### config.mk
export PLATFORM = sky130hd
export DESIGN_NAME = sas_sequencer
export DESIGN_NICKNAME = d
export VERILOG_FILES = /design/src/rtl/sas_pkg.sv /design/src/rtl/sas_sequencer.sv
export SDC_FILE = /design/constraint.sdc
export NUM_CORES = 1
export LEC_CHECK = 0
export BUFFER_PORTS_ARGS = -buffer_cell sky130_fd_sc_hd__clkbuf_2
export CAP_MARGIN = 20
export CORE_MARGIN = 5
export CORE_UTILIZATION = 30
export DETAILED_ROUTE_END_ITERATION = 7
export GPL_TIMING_DRIVEN = 0
export PLACE_DENSITY_LB_ADDON = 0.25
export SYNTH_ARGS = -nofsm -noshare
export SYNTH_HDL_FRONTEND = slang
export SYNTH_SLANG_ARGS = --single-unit
### constraint.sdc
create_clock -name MCLK -period 4.9 [get_ports MCLK]
set_input_delay 0.49 -clock MCLK [delete_from_list [all_inputs] [get_ports MCLK]]
set_output_delay 0.49 -clock MCLK [all_outputs]
set_load 0.02 [all_outputs]
### src/rtl/sas_pkg.sv
// constants, types and state layout for the sar adc sequencer
package sas_pkg;

    // register byte addresses (one aligned 32-bit word each)
    localparam logic [7:0] ADDR_MODE = 8'h00;
    localparam logic [7:0] ADDR_RES0 = 8'h04;
    localparam logic [7:0] ADDR_RES1 = 8'h08;
    localparam logic [7:0] ADDR_RES2 = 8'h0C;
    localparam logic [7:0] ADDR_RES3 = 8'h10;
    localparam logic [7:0] ADDR_STATUS = 8'h14;
    localparam logic [7:0] ADDR_MASK = 8'h18;
    localparam logic [7:0] ADDR_WORD_MASK = 8'hFC;

    // mode register layout
    localparam int MODE_MS_BIT = 0;
    localparam int MODE_SEL_LSB = 1;
    localparam int MODE_SEL_MSB = 3;
    localparam int MODE_FR_BIT = 4;
    localparam logic [7:0] MODE_RESET = 8'h00;

    // status and mask layout
    localparam int STAT_DONE_BIT = 0;
    localparam int STAT_EDGE_LSB = 1;
    localparam int EDGE_N = 4;
    localparam int MASK_IRQ_BIT = 0;
    localparam int WSTRB_LOW = 0;

    // conversion timing in states (one state = one clock)
    localparam int STATES_SLOW = 192;
    localparam int STATES_FAST = 144;
    localparam int STEPS = 8;
    localparam int STEP_SLOW = 16;
    localparam int STEP_FAST = 12;
    localparam logic [7:0] STEP_SLOW_CNT = 8'(STEP_SLOW);
    localparam logic [7:0] STEP_FAST_CNT = 8'(STEP_FAST);
    localparam logic [7:0] SAMPLE_SLOW_CNT = 8'(STATES_SLOW - STEPS * STEP_SLOW);
    localparam logic [7:0] SAMPLE_FAST_CNT = 8'(STATES_FAST - STEPS * STEP_FAST);
    localparam logic [2:0] BIT_TOP = 3'(STEPS - 1);
    localparam logic [7:0] SAR_TRIAL_TOP = 8'h80;
    localparam logic [1:0] SLOT_LAST = 2'h3;

    // axi response codes
    localparam logic [1:0] RESP_OKAY = 2'h0;
    localparam logic [1:0] RESP_SLVERR = 2'h2;

    typedef enum logic [0:0] {PH_SAMPLE, PH_STEP} sas_phase_t;

    typedef struct packed {
        logic [7:0] mode;
        logic mask;
        logic done;
        logic [3:0] edges;
        logic [3:0][7:0] result;
        logic [7:0] approximation_register;
        logic [1:0] slot;
        sas_phase_t phase;
        logic [2:0] bit_idx;
        logic [7:0] cnt;
        logic [2:0] mux_sel;
        logic irq;
        logic comp_s1;
        logic comp_s2;
        logic [3:0] an_s1;
        logic [3:0] an_s2;
        logic [3:0] an_s3;
        logic aw_got;
        logic [7:0] awaddr;
        logic w_got;
        logic [31:0] wdata;
        logic [3:0] wstrb;
        logic bvalid;
        logic [1:0] bresp;
        logic rvalid;
        logic [31:0] rdata;
        logic [1:0] rresp;
    } sas_state_t;

    localparam sas_state_t STATE_RESET = '0;

endpackage : sas_pkg

### src/rtl/sas_sequencer.sv
// sar adc sequencer: mode register, sequencing, approximation, result slots
//
// Summary of operation
// RULE1: one of eight inputs routed by mode
// RULE2: binary search, top bit first, keep if greater
// RULE3: finished value copied to next result slot
// RULE4: completion flag after all four slots filled
// RULE5: mode bit0 select, bits1-3 input, bit4 speed
// RULE6: conversion lasts 192 or 144 states
// RULE7: software picks speed by oscillator frequency
// RULE8: mode register reads back stored contents
// RULE9: reset or hardware stop clears mode
// RULE10: mode write restarts conversion from slot zero
// RULE11: after write, next flag means fresh results
// RULE12: mode bit zero scan, one select
// RULE13: scan group chosen by top select bit
// RULE14: select mode decodes field as channel number
// RULE15: upper inputs flag falling edges independently
// RULE16: scan converts group ascending into matching slots
// RULE17: scan restarts at first input after four
// RULE18: select rotates one input through four slots
// RULE19: mask blocks interrupt, flag still sets
// RULE20: sampling phase then eight equal steps
//
// The AXI4-Lite interface to the registers and the register offsets were chosen for this implementation.
`timescale 1ns/1ps
module sas_sequencer (
    // clock and reset
    input wire logic MCLK,
    input wire logic RESET_N,
    // hardware stop request
    input wire logic HW_STOP,
    // axi4-lite write address
    input wire logic S_AXI_AWVALID,
    output logic S_AXI_AWREADY,
    input wire logic [7:0] S_AXI_AWADDR,
    // axi4-lite write data
    input wire logic S_AXI_WVALID,
    output logic S_AXI_WREADY,
    input wire logic [31:0] S_AXI_WDATA,
    input wire logic [3:0] S_AXI_WSTRB,
    // axi4-lite write response
    output logic S_AXI_BVALID,
    input wire logic S_AXI_BREADY,
    output logic [1:0] S_AXI_BRESP,
    // axi4-lite read address
    input wire logic S_AXI_ARVALID,
    output logic S_AXI_ARREADY,
    input wire logic [7:0] S_AXI_ARADDR,
    // axi4-lite read data
    output logic S_AXI_RVALID,
    input wire logic S_AXI_RREADY,
    output logic [31:0] S_AXI_RDATA,
    output logic [1:0] S_AXI_RRESP,
    // analog front end
    output logic [2:0] MUX_SEL,
    output logic [7:0] TAP,
    output logic SAMPLE_HOLD,
    input wire logic COMP_GT,
    // upper analog inputs as digital levels
    input wire logic [3:0] AN_HI_LEVEL,
    // conversion done and falling-edge flags
    output logic CONVERSION_DONE_IRQ,
    output logic [3:0] EDGE_FLAGS
);
    import sas_pkg::*;

    sas_state_t s_r;
    sas_state_t s_nxt;

    logic aw_fire;
    logic w_fire;
    logic ar_fire;
    logic wr_go;
    logic [7:0] wr_addr;
    logic [31:0] wr_data;
    logic [3:0] wr_strb;
    logic wr_mode;
    logic store;
    logic step_end;
    logic [7:0] sar_dec;
    logic [3:0] fall;

    ////////////////////////////////////////////////////////////////////////
    // helpers

    function automatic logic [7:0] step_len(input logic fr);
        step_len = fr ? STEP_FAST_CNT : STEP_SLOW_CNT; // RULE6
    endfunction : step_len

    function automatic logic [7:0] sample_len(input logic fr);
        sample_len = fr ? SAMPLE_FAST_CNT : SAMPLE_SLOW_CNT; // RULE20
    endfunction : sample_len

    function automatic logic is_mapped(input logic [7:0] a);
        logic [7:0] w;
        w = a & ADDR_WORD_MASK;
        is_mapped = (w == ADDR_MODE) || (w == ADDR_RES0) || (w == ADDR_RES1) ||
                    (w == ADDR_RES2) || (w == ADDR_RES3) || (w == ADDR_STATUS) ||
                    (w == ADDR_MASK);
    endfunction : is_mapped

    ////////////////////////////////////////////////////////////////////////
    // bus handshakes

    assign S_AXI_AWREADY = !s_r.aw_got && !s_r.bvalid;
    assign S_AXI_WREADY = !s_r.w_got && !s_r.bvalid;
    assign S_AXI_ARREADY = !s_r.rvalid;
    assign aw_fire = S_AXI_AWVALID && S_AXI_AWREADY;
    assign w_fire = S_AXI_WVALID && S_AXI_WREADY;
    assign ar_fire = S_AXI_ARVALID && S_AXI_ARREADY;
    assign wr_addr = s_r.aw_got ? s_r.awaddr : S_AXI_AWADDR;
    assign wr_data = s_r.w_got ? s_r.wdata : S_AXI_WDATA;
    assign wr_strb = s_r.w_got ? s_r.wstrb : S_AXI_WSTRB;
    assign wr_go = (s_r.aw_got || aw_fire) && (s_r.w_got || w_fire) && !s_r.bvalid;
    assign wr_mode = wr_go && ((wr_addr & ADDR_WORD_MASK) == ADDR_MODE);

    ////////////////////////////////////////////////////////////////////////
    // sequencer decode

    assign step_end = (s_r.phase == PH_STEP) &&
                      (s_r.cnt == 8'(step_len(s_r.mode[MODE_FR_BIT]) - 8'h01));
    assign store = step_end && (s_r.bit_idx == 3'h0);
    assign fall = s_r.an_s3 & ~s_r.an_s2; // RULE15

    always_comb begin
        sar_dec = s_r.approximation_register;
        sar_dec[s_r.bit_idx] = s_r.comp_s2; // RULE2
    end

    ////////////////////////////////////////////////////////////////////////
    // next state

    always_comb begin
        logic [2:0] bit_lo;
        logic [7:0] w;
        bit_lo = 3'(s_r.bit_idx - 3'h1);
        w = 8'h00;
        s_nxt = s_r;

        // synchronisers
        s_nxt.comp_s1 = COMP_GT;
        s_nxt.comp_s2 = s_r.comp_s1;
        s_nxt.an_s1 = AN_HI_LEVEL;
        s_nxt.an_s2 = s_r.an_s1;
        s_nxt.an_s3 = s_r.an_s2;

        // write channel
        if (s_r.bvalid && S_AXI_BREADY) begin
            s_nxt.bvalid = 1'b0;
        end
        if (wr_go) begin
            w = wr_addr & ADDR_WORD_MASK;
            s_nxt.aw_got = 1'b0;
            s_nxt.w_got = 1'b0;
            s_nxt.bvalid = 1'b1;
            s_nxt.bresp = is_mapped(wr_addr) ? RESP_OKAY : RESP_SLVERR;
            if (wr_strb[WSTRB_LOW]) begin
                unique case (w)
                    ADDR_MODE: s_nxt.mode = wr_data[7:0]; // RULE5
                    ADDR_MASK: s_nxt.mask = wr_data[MASK_IRQ_BIT];
                    ADDR_STATUS: begin
                        // write one to clear; sets below win
                        if (wr_data[STAT_DONE_BIT]) begin
                            s_nxt.done = 1'b0;
                        end
                        s_nxt.edges = s_r.edges & ~wr_data[STAT_EDGE_LSB +: EDGE_N];
                    end
                    default: ;
                endcase
            end
        end else begin
            if (aw_fire) begin
                s_nxt.aw_got = 1'b1;
                s_nxt.awaddr = S_AXI_AWADDR;
            end
            if (w_fire) begin
                s_nxt.w_got = 1'b1;
                s_nxt.wdata = S_AXI_WDATA;
                s_nxt.wstrb = S_AXI_WSTRB;
            end
        end

        // read channel
        if (s_r.rvalid && S_AXI_RREADY) begin
            s_nxt.rvalid = 1'b0;
        end
        if (ar_fire) begin
            s_nxt.rvalid = 1'b1;
            s_nxt.rdata = 32'h0000_0000;
            s_nxt.rresp = is_mapped(S_AXI_ARADDR) ? RESP_OKAY : RESP_SLVERR;
            unique case (S_AXI_ARADDR & ADDR_WORD_MASK)
                ADDR_MODE: s_nxt.rdata[7:0] = s_r.mode; // RULE8
                ADDR_RES0: s_nxt.rdata[7:0] = s_r.result[0];
                ADDR_RES1: s_nxt.rdata[7:0] = s_r.result[1];
                ADDR_RES2: s_nxt.rdata[7:0] = s_r.result[2];
                ADDR_RES3: s_nxt.rdata[7:0] = s_r.result[3];
                ADDR_STATUS: begin
                    s_nxt.rdata[STAT_DONE_BIT] = s_r.done;
                    s_nxt.rdata[STAT_EDGE_LSB +: EDGE_N] = s_r.edges;
                end
                ADDR_MASK: s_nxt.rdata[MASK_IRQ_BIT] = s_r.mask;
                default: ;
            endcase
        end

        // hardware stop overrides any mode write
        if (HW_STOP) begin
            s_nxt.mode = MODE_RESET; // RULE9
        end

        // conversion sequencing
        if (HW_STOP || wr_mode) begin
            // abandon conversion, restart at first step and slot
            s_nxt.phase = PH_SAMPLE; // RULE10 RULE11
            s_nxt.cnt = 8'h00;
            s_nxt.bit_idx = BIT_TOP;
            s_nxt.approximation_register = 8'h00;
            s_nxt.slot = 2'h0;
        end else if (s_r.phase == PH_SAMPLE) begin
            if (s_r.cnt == 8'(sample_len(s_r.mode[MODE_FR_BIT]) - 8'h01)) begin
                s_nxt.phase = PH_STEP; // RULE20
                s_nxt.cnt = 8'h00;
                s_nxt.bit_idx = BIT_TOP;
                s_nxt.approximation_register = SAR_TRIAL_TOP; // RULE2
            end else begin
                s_nxt.cnt = 8'(s_r.cnt + 8'h01);
            end
        end else if (step_end) begin
            s_nxt.cnt = 8'h00;
            s_nxt.approximation_register = sar_dec; // RULE2
            if (store) begin
                s_nxt.result[s_r.slot] = sar_dec; // RULE3 RULE18
                s_nxt.slot = 2'(s_r.slot + 2'h1); // RULE16 RULE17
                s_nxt.phase = PH_SAMPLE;
            end else begin
                s_nxt.bit_idx = bit_lo;
                s_nxt.approximation_register[bit_lo] = 1'b1; // RULE2
            end
        end else begin
            s_nxt.cnt = 8'(s_r.cnt + 8'h01);
        end

        // hardware sets win over software clears
        if (store && (s_r.slot == SLOT_LAST)) begin
            s_nxt.done = 1'b1; // RULE4
        end
        s_nxt.edges = s_nxt.edges | fall; // RULE15

        // input routing
        if (s_nxt.mode[MODE_MS_BIT]) begin
            s_nxt.mux_sel = s_nxt.mode[MODE_SEL_MSB:MODE_SEL_LSB]; // RULE1 RULE12 RULE14
        end else begin
            s_nxt.mux_sel = {s_nxt.mode[MODE_SEL_MSB], s_nxt.slot}; // RULE12 RULE13 RULE16
        end
        s_nxt.irq = s_nxt.done && !s_nxt.mask; // RULE19
    end

    always_ff @(posedge MCLK or negedge RESET_N) begin
        if (!RESET_N) begin
            s_r <= STATE_RESET;
        end else begin
            s_r <= s_nxt;
        end
    end

    ////////////////////////////////////////////////////////////////////////
    // outputs

    assign S_AXI_BVALID = s_r.bvalid;
    assign S_AXI_BRESP = s_r.bresp;
    assign S_AXI_RVALID = s_r.rvalid;
    assign S_AXI_RDATA = s_r.rdata;
    assign S_AXI_RRESP = s_r.rresp;
    assign MUX_SEL = s_r.mux_sel;
    assign TAP = s_r.approximation_register;
    assign SAMPLE_HOLD = (s_r.phase == PH_SAMPLE);
    assign CONVERSION_DONE_IRQ = s_r.irq;
    assign EDGE_FLAGS = s_r.edges;

    ////////////////////////////////////////////////////////////////////////
    // checks

    logic [7:0] conv_cnt_r;

    // cycles since the last conversion began
    always_ff @(posedge MCLK or negedge RESET_N) begin
        if (!RESET_N) begin
            conv_cnt_r <= 8'h00;
        end else if (store || wr_mode || HW_STOP) begin
            conv_cnt_r <= 8'h00;
        end else begin
            conv_cnt_r <= 8'(conv_cnt_r + 8'h01);
        end
    end
endmodule : sas_sequencer

# Yosys cells after proc, flatten, opt, wreduce, memory -nomap -nowiden
# Cells that the tools add are included.
# totals
input_bits,65
regBits,146
wordCells,169
output_inout_bits,58
# classes
n_reduce_logical,54
n_addsub,5
n_mux,47
bitwise,9
n_lt_le_gt_ge,6
n_eq_ne,17
# op_table
operator,n
8-bit two-way mux,10
14-bit two-way mux,3
37-bit two-way mux,1
"6-bit by 3-bit equality test with 1-bit output, second input constant",6
35-bit two-way mux,1
32-bit bitwise mux,1
"6-bit by 2-bit equality test with 1-bit output, second input constant",4
4-bit case mux with 6 select lines,1
22-bit two-way mux,1
1-bit logical AND,17
8-bit demux with 2-bit select,1
8-bit equality test,2
8-bit zero test,2
1-bit logical OR,15
3-bit case mux with 5 select lines,1
2-bit nonzero test,7
"6-bit by 1-bit equality test with 1-bit output, second input constant",2
12-bit two-way mux,1
1-bit two-way mux,10
5-bit two-way mux,2
3-bit two-way mux,3
9-bit two-way mux,1
"8-bit by 1-bit adder with 8-bit output, second input constant",1
4-bit bitwise AND,2
other kinds (27),43

# Logic depth before layout (Yosys ltp)
# Gate-level depths: netlist of the first run.
# depth
ltp_word,11
depth_mapped,10
mapped_depth_nobuf,7

# Worst setup path before layout of the first run
# OpenSTA, ideal clock, no wires.
# synth_timing
path_type,input to register
from,in S_AXI_AWADDR[6]
to,"reg s_r, in the netlist MUX_SEL[1]"
setup_slack_ps,2542
arrival_ps,2257
n_path_buf,1
required_ps,4799
cell_stages,6
path_cell_list,or3_1 > a211oi_4 > and3_1 > buf_6 > mux2_4 > o32ai_1
# synth_rtl
item,line_no,source
start: declaration,sas_sequencer.sv:36,"input wire logic [7:0] S_AXI_AWADDR,"
end signal: assignment,sas_sequencer.sv:263,s_r <= s_nxt;
end: declaration,sas_sequencer.sv:68,sas_state_t s_r;

# Worst setup path after layout of the first run
# layout_timing
from,reg s_r[110] in the netlist's numbering
to,reg s_r[145] in the netlist's numbering
# layout_between
elab_chain_cells,6
word_cells_on_any_way,10
# layout_lines
item,line_no,source
3-bit by 4-bit less-than comparator with 1-bit output (not written as such) / 3-bit by 1-bit >= comparator with 1-bit output (equally long branches),sas_sequencer.sv:128,sar_dec[s_r.bit_idx] = s_r.comp_s2;
1-bit logical AND (not written as such),sas_sequencer.sv:128,
1-bit two-way mux (not written as such),sas_sequencer.sv:128,
1-bit demux with 3-bit select,sas_sequencer.sv:128,
8-bit bitwise mux,sas_sequencer.sv:128,
32-bit bitwise mux,sas_sequencer.sv:233,s_nxt.result[s_r.slot] = sar_dec;
# Parallel ways exist; a longest one is shown, timed or not.
# A chain may end at the register's enable or synchronous reset.

==> results.md, run 1 <==
- Run status: completed
- Die area: approximately 0.022 mm2
- Number of global-route vias before repair: 4418
- Cell Area, Synth: roughly 0.006 mm2
- Total number of vias: 4226
- Met2 wire len: approximately 7000 um
- RSZ-0062 raised after global routing: no
- Share of cells above drive strength 1: 30.8%
- Total GRT Usage: a little over an eighth
- Logic pwr share: 20.1%
- CTS resizes: 0
- Vias per std cell: 4.59
- Post-Syn Area per Cell: 10.9 um2
- Slew margin rel.: between 30% and 40%
- Ys Warns: 0
- Top Metal Used: met4
- Final setup viols: 0
- Largest net degree at the start of global routing: ~120
- Int Pwr: 2070 uW
- Final wirelength: 14000 um
- Clock Latency Late Sink: around 0.42 ns
- Crit path launch type: register
- CTS H-tree depth: 4
- Cells after synthesis: roughly 540
- Clk slew on worst S/H paths: 0.05 ns
- Root Buffer: clkbuf_16
- Sequential share of the synthesized area: between 40 and 50%
- Post-route cell area: approximately 0.0071 mm2
- P_sw: between 700 and 800 uW
- Wl on met1: 6060 um
- Detailed-route DRC error count: 0
- Post-synth top flop: dfrtp_1
- DRT Pass-1 Iters: 4
- Pwr per Cell Area: approximately 400 mW/mm2
- Global-route wire length before repair: ~23000 um
- Gr ovfl total: 0
- Fraction of registers with async set/reset: 100%
- CP Max Fanout: 10
- P_leak: ~0.0033 uW
- Final Cycle Share: a little under three fifths
- Placed inst area: roughly 0.0066 mm2
- CP max-delay cell: a2111oi_4
- Post-synth EDFFs: 0
- Worst Path Arrival: just over 3 ns
- DRT iter0 DRCs: approximately 250
- Drt wl/cell: around 15 um
- Setup tns final: 0 ns
- Max stage delay on crit path: 0.60 ns
- Filler Cell Count: roughly 1900
- # rows: 51
- DPL Wire Length: between 10000 and 15000 um
- Clock Path Buffers: 2
- Peak VDD IR: approximately 0.19 mV
- Nets: a little over 700
- Slew Limit Fails: 0
- Final antenna diode count: 0
- CP cell instances: clkbuf_1, inv_1, ha_1, nor2b_1, clkbuf_1, nand2_1, a2111oi_4, buf_4, nor2_1, a21oi_1
- Hold Fails Final Rpt: 0
- MaxCap Viol Count: 0
- Crit. End Element: register
- Routed met3 length: around 730 um
- Fmax achieved: approximately 0.36 GHz
- Hold WS: between 0.15 and 0.2 ns
- Yosys reg bits: around 110
- Initial antenna violation count: 0
- Worst EP required: 5.24 ns
- IO Count: roughly 120
- TritonCTS Buffers: 17
- Flop pwr share: roughly 40%
- Area grow syn2layout: 22.4%
- Netlist cell types: between 60 and 70
- WS Path Type: reg2reg
- Hold_buf cts: 0
- Most used cell along the critical path: clkbuf_1
- Commonest non-fill, non-tap cell in the layout: dfrtp_1
- Share of power burned in the clock network: approximately two fifths
- RD Place Congestion: around 0.85
- Post-route ant nets: 0
- Clock Skews: 0.0118 ns
- Core Area: roughly 0.019 mm2
- Commonest non-fill, non-tap cells in the layout: dfrtp_1 (114), clkbuf_2 (62), nor2_1 (54), buf_4 (54), a21oi_1 (37)
- Postcts setup bufs: 0
- Clock sink count: around 110
- Die Y: about 150 um
- Initial Utilization: ~30%
- HP Class: in2async
- Measured slew at the worst slew-check pin: 0.941 ns
- Sw frac: 27.6%
- Minimum clock period: approximately 2.8 ns
- Die W: 149 um
- IO buf count: 63
- CTS tree: done
## state kept, by name, indices dropped and copies added (netlist names), 2 cells and up
name	cells
TAP	8
s_r	78
EDGE_FLAGS	4
S_AXI_RDATA	8
s_nxt	9
MUX_SEL	2
## cells by family after synthesis
group	after synthesis	share of synthesized area, %
AOI/OAI and AO/OA	110	13.9
xor gates and xnor gates	11	1.65
adders and majority gates	7	1.50
buffers and inverters	96	10.7
DFF	114	48.9
muxes	58	11.6
other	1	0.0643
and+or+nand+nor	139	11.7
## final timing paths
check / start / end / slack, ns / depth (start not counted)
hold reg to reg: s_nxt[96] / s_r[96] / 0.35 / 0
max in group asynchronous: RESET_N / TAP[1] / 4.03 / 1
setup reg to reg: s_r[110] / s_r[145] / 2.15 / 10
min in group MCLK: AN_HI_LEVEL[1] / s_nxt[89] / 0.18 / 1
hold / removal: RESET_N / s_nxt[85] / 0.17 / 1
setup / recovery: s_r[110] / s_r[145] / 2.15 / 10
## synthesized netlist by cell type (3+ instances only)
| cell type | instances | area share (%) |
|---|---|---|
| xor2_1 | 6 | 0.90 |
| a221oi_1 | 4 | 0.60 |
| buf_1 | 3 | 0.19 |
| nor2b_1 | 4 | 0.43 |
| a22o_1 | 13 | 2.0 |
| and3_1 | 5 | 0.54 |
| a21oi_1 | 37 | 3.2 |
| nand3_1 | 10 | 0.86 |
| nor2_1 | 54 | 3.5 |
| inv_1 | 20 | 1.3 |
| nand2_1 | 31 | 2.0 |
| mux2i_1 | 28 | 4.8 |
| a31oi_1 | 12 | 1.3 |
| mux4_2 | 5 | 1.9 |
| nor2_2 | 4 | 0.43 |
| o21ai_0 | 12 | 1.0 |
| mux2_2 | 24 | 4.6 |
| buf_4 | 54 | 6.9 |
| and2_1 | 3 | 0.32 |
| ha_1 | 7 | 1.5 |
| o22ai_1 | 4 | 0.43 |
| xnor2_1 | 5 | 0.75 |
| nand4_1 | 4 | 0.43 |
| nor3_1 | 6 | 0.51 |
| dfrtp_1 | 114 | 49 |
| o31ai_1 | 6 | 0.77 |
| clkbuf_1 | 11 | 0.71 |
| a211oi_2 | 3 | 0.64 |
## critical path, delay by kind of cell, from the launching register on
| kind | cells | cell delay (ns) |
|---|---|---|
| buffers and inverters | 4 | 1.05 |
| AO/OA/AOI/OAI | 2 | 0.72 |
| adder cells (fa/ha/maj) | 1 | 0.20 |
| flip-flops | 1 | 0.36 |
| AND/OR/NAND/NOR | 3 | 0.34 |
## layout make-up
type | instances | area, um2 | area share, %
plain buffers | 76 | 549 | 7.69
multi-input cells | 351 | 2450 | 34.3
clock inverters | 4 | 20.0 | 0.280
well taps | 265 | 332 | 4.64
repair buffers | 63 | 324 | 4.54
inverters | 20 | 75.1 | 1.05
clock buffers | 28 | 537 | 7.52
flip-flops and latches | 114 | 2850 | 39.9
## metrics by stage
step	instances	total power (uW)	utilization [%]	setup WS, ns
6_report	921	2860	36.9	2.15
3_3_place_gp	889	1730	34.0	1.67
2_1_floorplan	561	1580	-	2.54
4_1_cts	921	2900	36.9	2.15
3_5_place_dp	889	1740	34.1	2.18
5_1_grt	921	3010	36.9	1.95
## metal layers
metal / global-route usage, % / up-vias
met3: 4.09 / 9
met1: 15.9 / 2081
met2: 21.8 / 96
li1: - / 2040
met4: 4.99 / 0
met5: 0 / -
## power by group through the flow
stage | registers [uW] | clock network [uW] | logic (uW)
CTS | 1150 | 1170 | 584
global route | 1160 | 1220 | 632
floorplan | 1140 | 0 | 435
global placement | 1150 | 0 | 572
detailed placement | 1160 | 0 | 581
finish | 1150 | 1140 | 576
No activity file was read; power rests on OpenSTA's default activity.
==> run 2, diff against run 1 <==
==> constraint.sdc (replaced) <==
create_clock -name MCLK -period 2.79 [get_ports MCLK]
set_input_delay 0.279 -clock MCLK [delete_from_list [all_inputs] [get_ports MCLK]]
set_output_delay 0.279 -clock MCLK [all_outputs]
set_load 0.02 [all_outputs]
==> run 2 against run 1 <==
Clock power grew 76%. Design area grew 1.2%. Worst hold slack lost 0.21 ns. Clock skew shrank 0.0033 ns. Largest cell class unchanged. Global-route usage is essentially flat. Highest routed layer unchanged. The flow now finishes with violations (hold timing).
==> results.md, run 2 (synthesis gave the netlist of run 1 again) <==
- Measured slew at the worst slew-check pin: 0.937 ns (-0.00382 ns)
- Vias per std cell: 4.55 (-0.93%)
- Dpl ws: 0.0677 ns (-2.11 ns)
- Clk slew on worst S/H paths: 0.05 ns (about the same)
- HP Class: in2async
- TritonCTS Buffers: 17 (unchanged)
- IO buf count: 63 (unchanged)
- R2R Path End: MUX_SEL[1]
- Die area: 0.0223 mm2 (unchanged)
- Total GRT Usage: 13.1% (+0.019 points)
- Minimum clock period: 2.53 ns (-0.224 ns)
- Peak VDD IR: 0.338 mV (+81%)
- Largest net degree at the start of global routing: 115 (unchanged)
- Die Y: 149 um (unchanged)
- Crit path launch type: register
- Slew margin rel.: 37.5% (+0.25 points)
- Hold Fails Final Rpt: 34 (+34)
- Tot Pwr: 5040 uW (+76%)
- Clock Skews: 0.00853 ns (-0.00329 ns)
- MaxCap Viol Count: 0 (unchanged)
- Most flops, register: s_r
- Drt wl/cell: 15.0 um (-0.81%)
- Fmax achieved: 0.396 GHz (+8.9%)
- Fin util: 37.4% (+0.45 points)
- Pwr per Cell Area: 697 mW/mm2 (+74%)
- Area grow syn2layout: 23.9%
- Max reg flops: 78 (unchanged)
- RD Place Congestion: 0.847 (unchanged)
- Worst setup margin: 0.262 ns (-1.89 ns)
- Final setup viols: 0 (unchanged)
- Worst EP required: 3.10 ns (-2.14 ns)
- P_leak: 0.00339 uW (+1.4%)
- CTS tree: done
- Final wirelength: 14000 um (+0.27%)
- Root Buffer: clkbuf_16
- WS Path Type: reg2reg
- CP max-delay cell: a211oi_4
- Detailed-route DRC error count: 0 (unchanged)
- Clock Path Buffers: 2 (unchanged)
- DRT Pass-1 Iters: 4 (unchanged)
- R2R depth: 6 (-4)
- Gr ovfl total: 0 (unchanged)
- Failing checks: hold timing
- Share of cells above drive strength 1: 31.1% (+0.29 points)
- CTS H-tree depth: 4 (unchanged)
- Run status: finished with violations
- IO Count: 123 (unchanged)
- Core Area: 0.0193 mm2 (unchanged)
- RSZ-0062 raised after global routing: no
- Crit. End Element: register
- Nets: 725 (+1.4%)
- Total number of vias: 4232 (+0.14%)
- Max stage delay on crit path: 0.56 ns (-0.04 ns)
- DRT iter0 DRCs: 270 (+9.3%)
- Clock sink count: 114 (unchanged)
- Clock Latency Late Sink: 0.42 ns (about the same)
- Post-route ant nets: 0 (unchanged)
- Number of global-route vias before repair: 4438 (+0.45%)
- Die W: 149 um (unchanged)
- Reg2Reg Launch Point: s_r[83]
- Final antenna diode count: 0 (unchanged)
- Commonest non-fill, non-tap cell in the layout: dfrtp_1
- Commonest non-fill, non-tap cells in the layout: dfrtp_1 (114), clkbuf_2 (62), buf_4 (59)
- Global-route wire length before repair: 22800 um (+0.21%)
- # rows: 51 (unchanged)
- Final Cycle Share: 90.6% (+34 points)
- Worst Path Arrival: 2.84 ns (-0.25 ns)
- Slew Limit Fails: 0 (unchanged)
- CP Max Fanout: 9 (-1)
- Initial Utilization: 30.2% (unchanged)
- DPL Wire Length: 10300 um (unchanged)
- CTS resizes: 0 (unchanged)
- Hold WS: -0.0356 ns (-0.208 ns)
- Flop2flop setup slack: 0.26 ns (-1.89 ns)
- Initial antenna violation count: 0 (unchanged)
- CP cell instances: or3_1, a211oi_4, and3_1, buf_6, mux2_4, o32ai_1
==> run 2: cell count changes in the layout (fill, tap and decap cells not counted), sizes merged <==
| cell | change |
|---|---|
| dlygate4sd3 | +5 |
| buf | +5 |
==> run 2: cell type report <==
class / count / area, um2
sequential: 114 / 2850
clock inverter: 4 / 20.0
fill: 1921 / 12100
timing repair buffer: 73 / 412
inverter: 20 / 75.1
multi-input combinational: 351 / 2450
buffer: 76 / 549
tap: 265 / 332
clock buffer: 28 / 537
==> run 2: repair_timing <==
action / 4_1_cts / 5_1_grt
buffers inserted: 0 / 5
endpoints found under the hold margin: 5 / 0
endpoints found under the setup margin: 0 / 16
hold buffers: 5 / 0
==> run 2: per-layer routing <==
layer  vias up  track usage (%)  routed length [um]
met5         -                0                   0
met4         0             4.99                 274
met3        16             4.03                 753
met2        94             21.8                6940
met1      2061             16.0                6030
li1       2061                -                   -
==> run 2: power breakdown <==
group | internal (uW) | switching, uW | leakage (uW) | total [uW]
Sequential | 1870 | 139 | 0.00138 | 2010
Combinational | 478 | 540 | 0.00173 | 1020
Clock | 1290 | 720 | 0.000280 | 2010
Total | 3640 | 1400 | 0.00339 | 5040
==> run 2: worst max-delay path by stage <==
stage                     startpoint          to  slack [ns]  depth (start not counted)
final                        s_r[83]  MUX_SEL[1]        0.26                          6
after global placement       RESET_N   s_nxt[96]       -0.23                          1
after floorplan              s_r[83]  MUX_SEL[1]        0.51                          6
after detailed placement    s_r[110]    s_r[145]        0.07                         10
after CTS                   s_r[110]    s_r[145]        0.04                         10
after global routing        s_r[110]    s_r[150]        0.03                          8
==> run 2: worst max-delay path: cells and delay by family, from the launching register on <==
kind | cells | cell delay [ns]
AOI/OAI and AO/OA | 2 | 0.84
DFF | 1 | 0.42
and+or+nand+nor | 2 | 0.71
buffers and inverters | 1 | 0.13
muxes | 1 | 0.31
==> run 2: through the flow <==
| step | TNS, ns | instances | instance area, um2 |
|---|---|---|---|
| CTS | 0 | 926 | 7190 |
| global placement | -25.64 | 889 | 6580 |
| floorplan | 0 | 561 | 5930 |
| global route | 0 | 931 | 7230 |
| finish | 0 | 931 | 7230 |
| detailed placement | 0 | 889 | 6590 |
